## config.mk

```make
export PLATFORM = sky130hd
export DESIGN_NAME = glock_output_logic
export DESIGN_NICKNAME = d
export VERILOG_FILES = /design/src/verilog/glock_pkg.sv /design/src/verilog/glock_output_logic.sv
export SDC_FILE = /design/constraint.sdc
export NUM_CORES = 1
export LEC_CHECK = 0
export ABC_AREA = 1
export BUFFER_PORTS_ARGS = -buffer_cell sky130_fd_sc_hd__buf_4
export CORE_MARGIN = 1.5
export CORE_UTILIZATION = 55
export DETAILED_ROUTE_END_ITERATION = 10
export GPL_ROUTABILITY_DRIVEN = 1
export GPL_TIMING_DRIVEN = 0
export PLACE_DENSITY = 0.75
export SETUP_SLACK_MARGIN = 0.5
export SLEW_MARGIN = 0
export SYNTH_ARGS = -nofsm -noshare
export SYNTH_HDL_FRONTEND = slang
export SYNTH_SLANG_ARGS = --single-unit
```

## constraint.sdc

```tcl
create_clock -name clk_in -period 1.52 [get_ports clk_in]
set_input_delay 0.152 -clock clk_in [delete_from_list [all_inputs] [get_ports clk_in]]
set_output_delay 0.152 -clock clk_in [all_outputs]
set_load 0.02 [all_outputs]
```

## src/verilog/glock_pkg.sv

```systemverilog
// Purpose: Shared constants and types for the guard lock output logic
// Assumes: 100 MHz clock, all inputs synchronous to clk_in
// Notes:   Times are in their own units; cycle counts derive from them
package glock_pkg;

   // ------------------------------------------------------------------
   // Timing
   // ------------------------------------------------------------------
   localparam int unsigned CLK_FREQ_HZ     = 100_000_000;
   localparam int unsigned RELOCK_WAIT_MS  = 500;
   localparam int unsigned RELOCK_WAIT_CYC =
      (RELOCK_WAIT_MS * (CLK_FREQ_HZ / 1000));
   localparam int unsigned HOLD_TEST_US    = 20;
   localparam int unsigned HOLD_TEST_CYC   =
      (HOLD_TEST_US * (CLK_FREQ_HZ / 1_000_000));
   localparam int unsigned CNT_W           = 26;

   // ------------------------------------------------------------------
   // Reset values
   // ------------------------------------------------------------------
   localparam logic        SAFE_RST        = 1'h0;
   localparam logic        MAGNET_RST      = 1'h0;

   // ------------------------------------------------------------------
   // Types
   // ------------------------------------------------------------------
   typedef enum logic [2:0] {
      GLOCK_ST_TEST,
      GLOCK_ST_RUN,
      GLOCK_ST_LOCK_ERR,
      GLOCK_ST_FAULT
   } glock_state_e;

   // Sensing inputs from the gate and magnet front end
   typedef struct packed {
      logic actuator_present;
      logic winding_open;
      logic winding_short;
      logic hold_ok;
      logic hold_done;
   } glock_sense_s;

   // Status levels towards the indicator logic
   typedef struct packed {
      logic ready;
      logic locked;
      logic lock_error;
      logic fault;
   } glock_status_s;

endpackage

```

## src/verilog/glock_output_logic.sv

```systemverilog
// Purpose: Safety output and magnetic guard lock decision logic
// Assumes: Sensing front end reports actuator presence, winding faults and
//          holding-force test result as synchronous levels
// Notes:   Power-up equals reset release; fault clears only by reset
// Behaviour
// - Outputs high only when all three hold
// - Energise magnet on request with gate closed
// - Test holding force after power up
// - Winding open or short forces outputs low
// - Forced opening while locked drops outputs
// - Any matching actuator detected immediately
// - Fault state held until power cycle
// - Failed lock flags error until relock
`timescale 1ns/100ps
module glock_output_logic #(
   parameter int unsigned RELOCK_CYC = glock_pkg::RELOCK_WAIT_CYC,
   parameter int unsigned HOLD_CYC   = glock_pkg::HOLD_TEST_CYC
) (
   input  wire logic                     clk_in,
   input  wire logic                     reset_n_in,
   input  wire logic                     lock_request_input_in,
   input  wire glock_pkg::glock_sense_s  sense_in,
   output logic                          safe_out_ch1_out,
   output logic                          safe_out_ch2_out,
   output logic                          magnet_on_out,
   output logic                          hold_test_out,
   output glock_pkg::glock_status_s      status_out
);
   import glock_pkg::*;

   // ------------------------------------------------------------------
   // Declarations
   // ------------------------------------------------------------------

   // Control state and registered outputs
   glock_state_e            state_q,    state_d;
   logic                    safe_q,     safe_d;
   logic                    magnet_q,   magnet_d;
   logic                    test_q,     test_d;
   glock_status_s           status_q,   status_d;

   // Low-phase timer of the lock request
   logic [CNT_W-1:0]        cnt_q,      cnt_d;
   logic                    req_low_q,  req_low_d;

   // Holding-force test watchdog
   logic [CNT_W-1:0]        tcnt_q,     tcnt_d;

   // Derived conditions
   logic                    winding_bad;
   logic                    wait_done;
   logic                    test_expired;
   logic                    gate_ok;

   // ------------------------------------------------------------------
   // Derived conditions
   // ------------------------------------------------------------------

   // Winding is only meaningful while the magnet carries current
   assign winding_bad  = magnet_q &
                         (sense_in.winding_open | sense_in.winding_short);

   // Low phase long enough to allow a relock
   assign wait_done    = (cnt_q >= CNT_W'(RELOCK_CYC));

   // Test that never reports must not hold the unit in test forever
   assign test_expired = (tcnt_q >= CNT_W'(HOLD_CYC));

   // Request present and gate closed
   assign gate_ok      = lock_request_input_in &
                         sense_in.actuator_present;

   // ------------------------------------------------------------------
   // Low-phase timer
   // ------------------------------------------------------------------

   always_comb begin
      cnt_d     = cnt_q;
      req_low_d = req_low_q;
      if (lock_request_input_in) begin
         // Any high level restarts the low-phase measurement
         cnt_d     = '0;
         req_low_d = 1'b0;
      end else begin
         req_low_d = 1'b1;
         if (!wait_done) begin
            // Saturates so a long low phase cannot wrap to a short one
            cnt_d = cnt_q + CNT_W'(1);
         end
      end
   end

   always_ff @(posedge clk_in or negedge reset_n_in) begin
      if (!reset_n_in) begin
         cnt_q     <= '0;
         req_low_q <= 1'b0;
      end else begin
         cnt_q     <= cnt_d;
         req_low_q <= req_low_d;
      end
   end

   // ------------------------------------------------------------------
   // Holding-force test watchdog
   // ------------------------------------------------------------------

   always_comb begin
      tcnt_d = tcnt_q;
      if (state_q != GLOCK_ST_TEST) begin
         tcnt_d = '0;
      end else if (!test_expired) begin
         tcnt_d = tcnt_q + CNT_W'(1);
      end
   end

   always_ff @(posedge clk_in or negedge reset_n_in) begin
      if (!reset_n_in) begin
         tcnt_q <= '0;
      end else begin
         tcnt_q <= tcnt_d;
      end
   end

   // ------------------------------------------------------------------
   // Control next state
   // ------------------------------------------------------------------

   always_comb begin
      state_d  = state_q;
      magnet_d = MAGNET_RST;
      test_d   = 1'b0;
      safe_d   = SAFE_RST;
      case (state_q)
         GLOCK_ST_TEST: begin
            // Magnet driven for the holding-force test
            magnet_d = 1'b1;
            test_d   = 1'b1;
            if (winding_bad) begin
               // Winding is watched whenever the magnet is energised
               magnet_d = 1'b0;
               test_d   = 1'b0;
               state_d  = GLOCK_ST_FAULT;
            end else if (sense_in.hold_done) begin
               magnet_d = 1'b0;
               test_d   = 1'b0;
               if (sense_in.hold_ok) begin
                  state_d = GLOCK_ST_RUN;
               end else begin
                  state_d = GLOCK_ST_FAULT;
               end
            end else if (test_expired) begin
               // No result in time counts as a failed test
               magnet_d = 1'b0;
               test_d   = 1'b0;
               state_d  = GLOCK_ST_FAULT;
            end
         end
         GLOCK_ST_RUN: begin
            // Presence is a plain level: no teach-in gating
            magnet_d = gate_ok;
            safe_d   = gate_ok;
            if (winding_bad) begin
               safe_d   = 1'b0;
               magnet_d = 1'b0;
               state_d  = GLOCK_ST_FAULT;
            end else if (lock_request_input_in &&
                         !sense_in.actuator_present) begin
               // Covers gate forced open while locked, or never closed
               safe_d   = 1'b0;
               state_d  = GLOCK_ST_LOCK_ERR;
            end
         end
         GLOCK_ST_LOCK_ERR: begin
            // Relock only after a low phase of at least the wait time
            if (lock_request_input_in && req_low_q && wait_done) begin
               state_d = GLOCK_ST_RUN;
            end
         end
         default: begin
            // Latched until power cycle; nothing leaves this state
            state_d = GLOCK_ST_FAULT;
         end
      endcase
      status_d.ready      = (state_d == GLOCK_ST_RUN);
      status_d.locked     = magnet_d & (state_d == GLOCK_ST_RUN);
      status_d.lock_error = (state_d == GLOCK_ST_LOCK_ERR);
      status_d.fault      = (state_d == GLOCK_ST_FAULT);
   end

   // ------------------------------------------------------------------
   // Control registers
   // ------------------------------------------------------------------

   always_ff @(posedge clk_in or negedge reset_n_in) begin
      if (!reset_n_in) begin
         state_q  <= GLOCK_ST_TEST;
         safe_q   <= SAFE_RST;
         magnet_q <= MAGNET_RST;
         test_q   <= 1'b0;
         status_q <= '0;
      end else begin
         state_q  <= state_d;
         safe_q   <= safe_d;
         magnet_q <= magnet_d;
         test_q   <= test_d;
         status_q <= status_d;
      end
   end

   // ------------------------------------------------------------------
   // Outputs
   // ------------------------------------------------------------------

   // One flop feeds both channels so they can never disagree
   assign safe_out_ch1_out = safe_q;
   assign safe_out_ch2_out = safe_q;
   assign magnet_on_out    = magnet_q;
   assign hold_test_out    = test_q;
   assign status_out       = status_q;

endmodule // glock_output_logic

```

==> run metrics, run 1 <==
post-synth top area cell=dfrtp_1; cell chosen for the clock root=clkbuf_8; vias per std cell=5.43; critical path launch point type=flip-flop; number of diodes=0; layout net count=529; Post-Synthesis Net Count=467; buffer depth of the longest clock path=2; DR pass1 iterations=5; via count of the first global-routing pass=3031; status=finished with violations; number of violations of the max-capacitance limit=0; DRC marker count from the first detailed-route iteration=161; number of distinct library cells after synthesis=36; Slowest-stage cell, CP=dfrtp_1; CP dominant cell by count=nand2_2; series of cell instances along the critical path=inv_2, nand3_1, nand2_1, nand2_2, nand2_2, nand2_8, buf_12, a21oi_2, nor2_2, nor2_1; unrepaired setup endpoints after global routing=true; final wirelength=8.76 mm; ratio of total power to cell area=697 nW/um^2; ratio of cells with drive above 1 in the final layout=32.8%; timing-limited maximum frequency=619 MHz; cell area after synthesis=3440 um^2; data arrival time of the critical path=1.89 ns; number of cells produced by synthesis=455; worst min-delay path category=in2async; worst slew slack as a fraction of its limit=46.9%; total via count after detailed routing=3244; Yosys reg bits=63; number of pins with negative max-slew slack in the final report=0; maximum fanout encountered on the critical timing path=5; time the final worst path needs with I/O delays and setup=1.62 ns; share of synthesized area occupied by flip-flops and latches=45.8%; kind of end point of the critical path=flip-flop; GR Util All Layers=27.0%; final total negative setup slack=-0.911 ns; Antenna Violating Nets Remaining=0; Static Leak=2.06 nW; Worst VDD drop=0.650 mV; number of hold violations in the final report=63; count of H-tree levels built during CTS=3; remaining global-route overflow=0; synth-to-layout area growth=31.3%; Die Footprint=6740 um^2; final worst-path cycle share=106%; crit path kind=reg2reg; failing checks=negative hold slack, negative setup slack; initial antenna violation count=0; critical path data required time=1.79 ns; number of port buffers=14; Mapped Avg Cell Area=7.56 um^2; wire length of the first global-routing pass=13.4 mm; number of buffers created by CTS=9; number of buffer and inverter stages on the critical path=2; Area contributors post-synth=dfrtp_1 46%, nand2_1 11%, nor2_1 8.6%, inv_1 6.1%, nand3_1 4.8%; most common cell after layout, fill and taps aside=nand2_1; Clock transition at path regs=0.07 ns; DRC violation count after routing=0; clock latency at the later pin of the worst-skew pair=0.35 ns; longest individual stage delay on the worst path=0.44 ns; routed length per placed instance=14.7 um; maximum number of pins on one net before global-route repair=64; setup slack after layout=-0.0952 ns; final-layout worst hold slack=-0.114 ns; starting density of the core=57.4%; placed wire-length estimate=5.51 mm; Std-Cell Core Area=5990 um^2; overall power consumption=3.15 mW; YS warnings=0; slew of the pin with the lowest slew margin=0.796 ns; category of cells accounting for the largest share of critical-path delay=simple AND/OR/NAND/NOR gates; number of rows in the core area=28; Die X-Extent=82.1 um; top cell type's share of synthesized area=45.8%; setup skew after layout=0.0130 ns; CTS Sinks=63; weighted congestion at the end of routability-driven global placement=0.863; CTS tree=yes; Die H=82.1 um; most frequent cells in the layout=87 x nand2_1, 59 x dfrtp_1, 57 x nor2_1; number of primary I/O pins=16; final setup fails=23
-- what timing repair did --
item                                    in CTS  in global routing
endpoints found under the setup margin      64                 66
gates cloned                                 0                  1
pin swaps                                   10                 11
buffers inserted                            28                  8
endpoints found under the hold margin       63                 63
resized for setup                           36                 40
-- path summary, 6_finish.rpt --
kind,startpoint,endpoint,slack (ns),depth (start not counted)
setup reg to reg,cnt_q[8],status_out[0],-0.1,10
min in group clk_in,sense_in[0],hold_test_out,0.10,4
setup / recovery,cnt_q[8],status_out[0],-0.1,10
hold reg to reg,tcnt_q[19],tcnt_q[19],0.49,2
hold / removal,reset_n_in,tcnt_q[18],-0.11,1
max in group asynchronous,reset_n_in,cnt_q[7],1.07,1
-- routing by layer --
metal  wire, um  global-route usage [%]  vias to the layer above
li1           -                       -                     1577
met1       3660                    33.1                     1534
met2       4340                    45.1                      100
met3        457                    5.78                       33
met4        304                    12.9                        0
met5          0                       0                        -
-- power breakdown --
part,total (mW),internal [mW],switching (mW)
sequential,1.70,1.69,0.0139
clock,1.33,0.633,0.700
combinational,0.113,0.0340,0.0794
total,3.15,2.35,0.794
-- state kept, by name, summed over array words and instances, names as in the netlist --
register / cells
cnt_q: 26
status_out: 4
magnet_on_out: 1
hold_test_out: 1
tcnt_q: 26
req_low_q: 1
state_q: 3
safe_out_ch1_out: 1
-- per-stage QoR --
stage                     util [%]  instances  hold slack, ns  setup slack (ns)  area, um^2
after floorplan                  -        455          -0.144             0.124        3580
after global placement        63.1        544           0.289           -0.0539        3780
after detailed placement      63.1        544           0.287            -0.114        3780
after CTS                     71.6        588         -0.0958           0.00554        4290
after global routing          75.4        597         -0.0568            -0.141        4520
final                         75.4        597          -0.114           -0.0952        4520
-- area by class of cell --
class	count	area, um^2
Buffer	12	130
Clock buffer	11	141
Clock inverter	5	33.8
Fill cell	418	1470
Inverter	62	238
Multi-Input combinational cell	318	1860
Sequential cell	63	1580
Tap cell	75	93.8
Timing Repair Buffer	51	438
-- synth_stat cells (all sizes together) --
master  number
nor3         7
nand3       35
o31ai        4
nor2        85
a22oi        1
a21oi       11
xnor2        3
inv         62
o21ai       27
nor3b        2
nand2      109
o22ai        1
ha           4
clkbuf       3
a21o         1
nor4         1
conb         1
buf          9
nand4       17
a31oi        1
xor2         8
dfrtp       63
-- cells by family (layout without fill, tap and decap cells) --
logic type               Yosys count  in the layout  synth area share, %
AO/OA/AOI/OAI                     46             46                 7.35
XOR/XNOR                          11             11                 2.80
adder cells (fa/ha/maj)            4              4                 1.46
buffers and inverters             74            141                 9.13
flip-flops                        63             63                 45.8
other                              1              1                0.109
AND/OR/NAND/NOR                  256            256                 33.3
(Power assumes the default switching activity.)
==> run 2: changes to the inputs <==
--- a/config.mk
+++ b/config.mk
@@ -12,7 +12,7 @@
 export DETAILED_ROUTE_END_ITERATION = 10
 export GPL_ROUTABILITY_DRIVEN = 1
 export GPL_TIMING_DRIVEN = 0
-export PLACE_DENSITY = 0.75
+export PLACE_DENSITY = 0.73
 export SETUP_SLACK_MARGIN = 0.5
 export SLEW_MARGIN = 0
 export SYNTH_ARGS = -nofsm -noshare
==> constraint.sdc (replaced) <==
create_clock -name clk_in -period 1.9 [get_ports clk_in]
set_input_delay 0.19 -clock clk_in [delete_from_list [all_inputs] [get_ports clk_in]]
set_output_delay 0.19 -clock clk_in [all_outputs]
set_load 0.02 [all_outputs]
==> run metrics, run 2 (synthesized netlist as in run 1, its figures left out) <==
worst min-delay path category=in2reg; Die H=82.1 um (unchanged); worst slew slack as a fraction of its limit=47.3% (+0.42 points); Die X-Extent=82.1 um (unchanged); buffer depth of the longest clock path=2 (unchanged); Clock power frac=46.0% (+3.6 points); initial antenna violation count=0 (unchanged); ratio of cells with drive above 1 in the final layout=33.9% (+1.1 points); internal power=2.10 mW (-11%); DR pass1 iterations=5 (unchanged); unrepaired setup endpoints after global routing=true; synth-to-layout area growth=33.8%; most common cell after layout, fill and taps aside=nand2_1; number of hold violations in the final report=0 (-100%); weighted congestion at the end of routability-driven global placement=0.940 (+8.9%); time the final worst path needs with I/O delays and setup=1.58 ns (-0.0353 ns); starting density of the core=57.4% (unchanged); kind of end point of the critical path=flip-flop; Static Leak=2.14 nW (+3.7%); combinational fraction of design power=3.6% (about the same); Die Footprint=6740 um^2 (unchanged); maximum fanout encountered on the critical timing path=5 (unchanged); CTS Sinks=63 (unchanged); count of H-tree levels built during CTS=3 (unchanged); final worst-path cycle share=83.2% (-23 points); number of primary I/O pins=16 (unchanged); ratio of total power to cell area=585 nW/um^2 (-16%); final wirelength=8.89 mm (+1.5%); setup slack after layout=0.320 ns (+0.415 ns); Antenna Violating Nets Remaining=0 (unchanged); CTS tree=yes; Clock transition at path regs=0.06 ns (about the same); number of pins with negative max-slew slack in the final report=0 (unchanged); slew of the pin with the lowest slew margin=0.790 ns (-0.00631 ns); critical path launch point type=flip-flop; number of diodes=0 (unchanged); wire length of the first global-routing pass=13.9 mm (+3.2%); DRC marker count from the first detailed-route iteration=299 (+86%); share of total power consumed by net switching=22.2% (-3.1 points); data arrival time of the critical path=1.80 ns (-0.09 ns); most frequent cells in the layout=80 x nand2_1, 60 x nor2_1, 57 x dfrtp_1; final setup fails=0 (-100%); overall power consumption=2.69 mW (-14%); cell chosen for the clock root=clkbuf_8; final standard cell utilization of the core=76.8% (+1.4 points); via count of the first global-routing pass=3053 (+0.73%); final total negative setup slack=0 ns (+0.911 ns); layout net count=534 (+0.95%); status=complete, no violations; number of violations of the max-capacitance limit=0 (unchanged); total via count after detailed routing=3278 (+1.0%); number of buffers created by CTS=9 (unchanged); clock latency at the later pin of the worst-skew pair=0.34 ns (about the same); GR Util All Layers=27.5% (+0.50 points); routed length per placed instance=14.8 um (+0.98%); Psw=0.597 mW (-25%); critical path data required time=2.12 ns (+0.33 ns); placed wire-length estimate=5.36 mm (-2.6%); crit path kind=reg2reg; share of power burned in registers=50.4% (-3.6 points); vias per std cell=5.46 (+0.54%); maximum number of pins on one net before global-route repair=64 (unchanged); Worst VDD drop=0.436 mV (-33%); dpl ws=0.292 ns (+0.406 ns); setup skew after layout=0.00728 ns (-0.00576 ns); number of port buffers=14 (unchanged); Std-Cell Core Area=5990 um^2 (unchanged); number of rows in the core area=28 (unchanged); DRC violation count after routing=0 (unchanged); Post-Place Cells=544 (unchanged); timing-limited maximum frequency=633 MHz (+2.2%); remaining global-route overflow=0 (unchanged); non-filler cells in the finished layout=600 (+0.50%)
run 2: cell count changes in the layout (fill, tap and decap cells not counted), sizes merged:
cell,before,now
buf,59,64
dlygate4sd3,0,1
bufinv,0,2
clkinvlp,2,0
clkbuf,15,12
run 2: per-layer routing:
metal	vias to the layer above	routed length (um)	share of wire [%]	global-route usage, %
met3	27	456	5.1	4.56
met2	103	4230	48	42.3
met5	-	0	0	0
li1	1581	-	-	-
met4	0	280	3.2	14.2
met1	1567	3920	44	37.2
run 2: worst paths after layout:
path	startpoint	to	slack [ns]	depth (start not counted)
setup reg to reg	cnt_q[10]	cnt_q[13]	0.32	11
hold reg to reg	tcnt_q[19]	tcnt_q[19]	0.49	2
max in group asynchronous	reset_n_in	cnt_q[19]	0.85	2
hold / removal	sense_in[4]	status_out[2]	0.17	3
setup / recovery	cnt_q[10]	cnt_q[13]	0.32	11
min in group asynchronous	reset_n_in	cnt_q[16]	0.47	2
run 2: power by group through the flow:
stage	logic (mW)	clock network, mW	registers, mW
floorplan	0.0287	0	1.38
global route	0.109	1.31	1.36
CTS	0.0872	1.24	1.36
finish	0.0973	1.24	1.36
global placement	0.0741	0	1.38
detailed placement	0.0752	0	1.38
run 2: worst max-delay path, cell delays in order (launching register included):
cell and delay (ns):
dfrtp_2 0.44, nor2_1 0.12, nand3_1 0.11, nand2_1 0.09, nand2_1 0.07, nand2_2 0.08, nand2_4 0.11, nand2_8 0.13
inv_8 0.05, buf_8 0.13, nand2_1 0.07, o31ai_2 0.06
run 2: final cells by class:
| class | count | area [um^2] |
|---|---|---|
| Buffer | 12 | 114 |
| Tap cell | 75 | 93.8 |
| Clock inverter | 5 | 75.1 |
| Sequential cell | 63 | 1580 |
| Fill cell | 422 | 1390 |
| Clock buffer | 9 | 124 |
| Timing Repair Buffer | 56 | 469 |
| Multi-Input combinational cell | 318 | 1890 |
| Inverter | 62 | 248 |
run 2: stage by stage:
stage	area [um^2]	hold slack [ns]
2_1_floorplan	3470	-0.106
4_1_cts	4310	0.147
3_5_place_dp	3660	0.325
5_1_grt	4600	0.197
6_report	4600	0.174
3_3_place_gp	3660	0.327
run 2: timing repair:
action                     CTS  global route
cloned                       2             0
buffers inserted            28            11
setup endpoints to repair   42            55
hold buffers                 1             0
resized for setup           69            62
hold endpoints to repair    63             0
pin swaps                   30            22
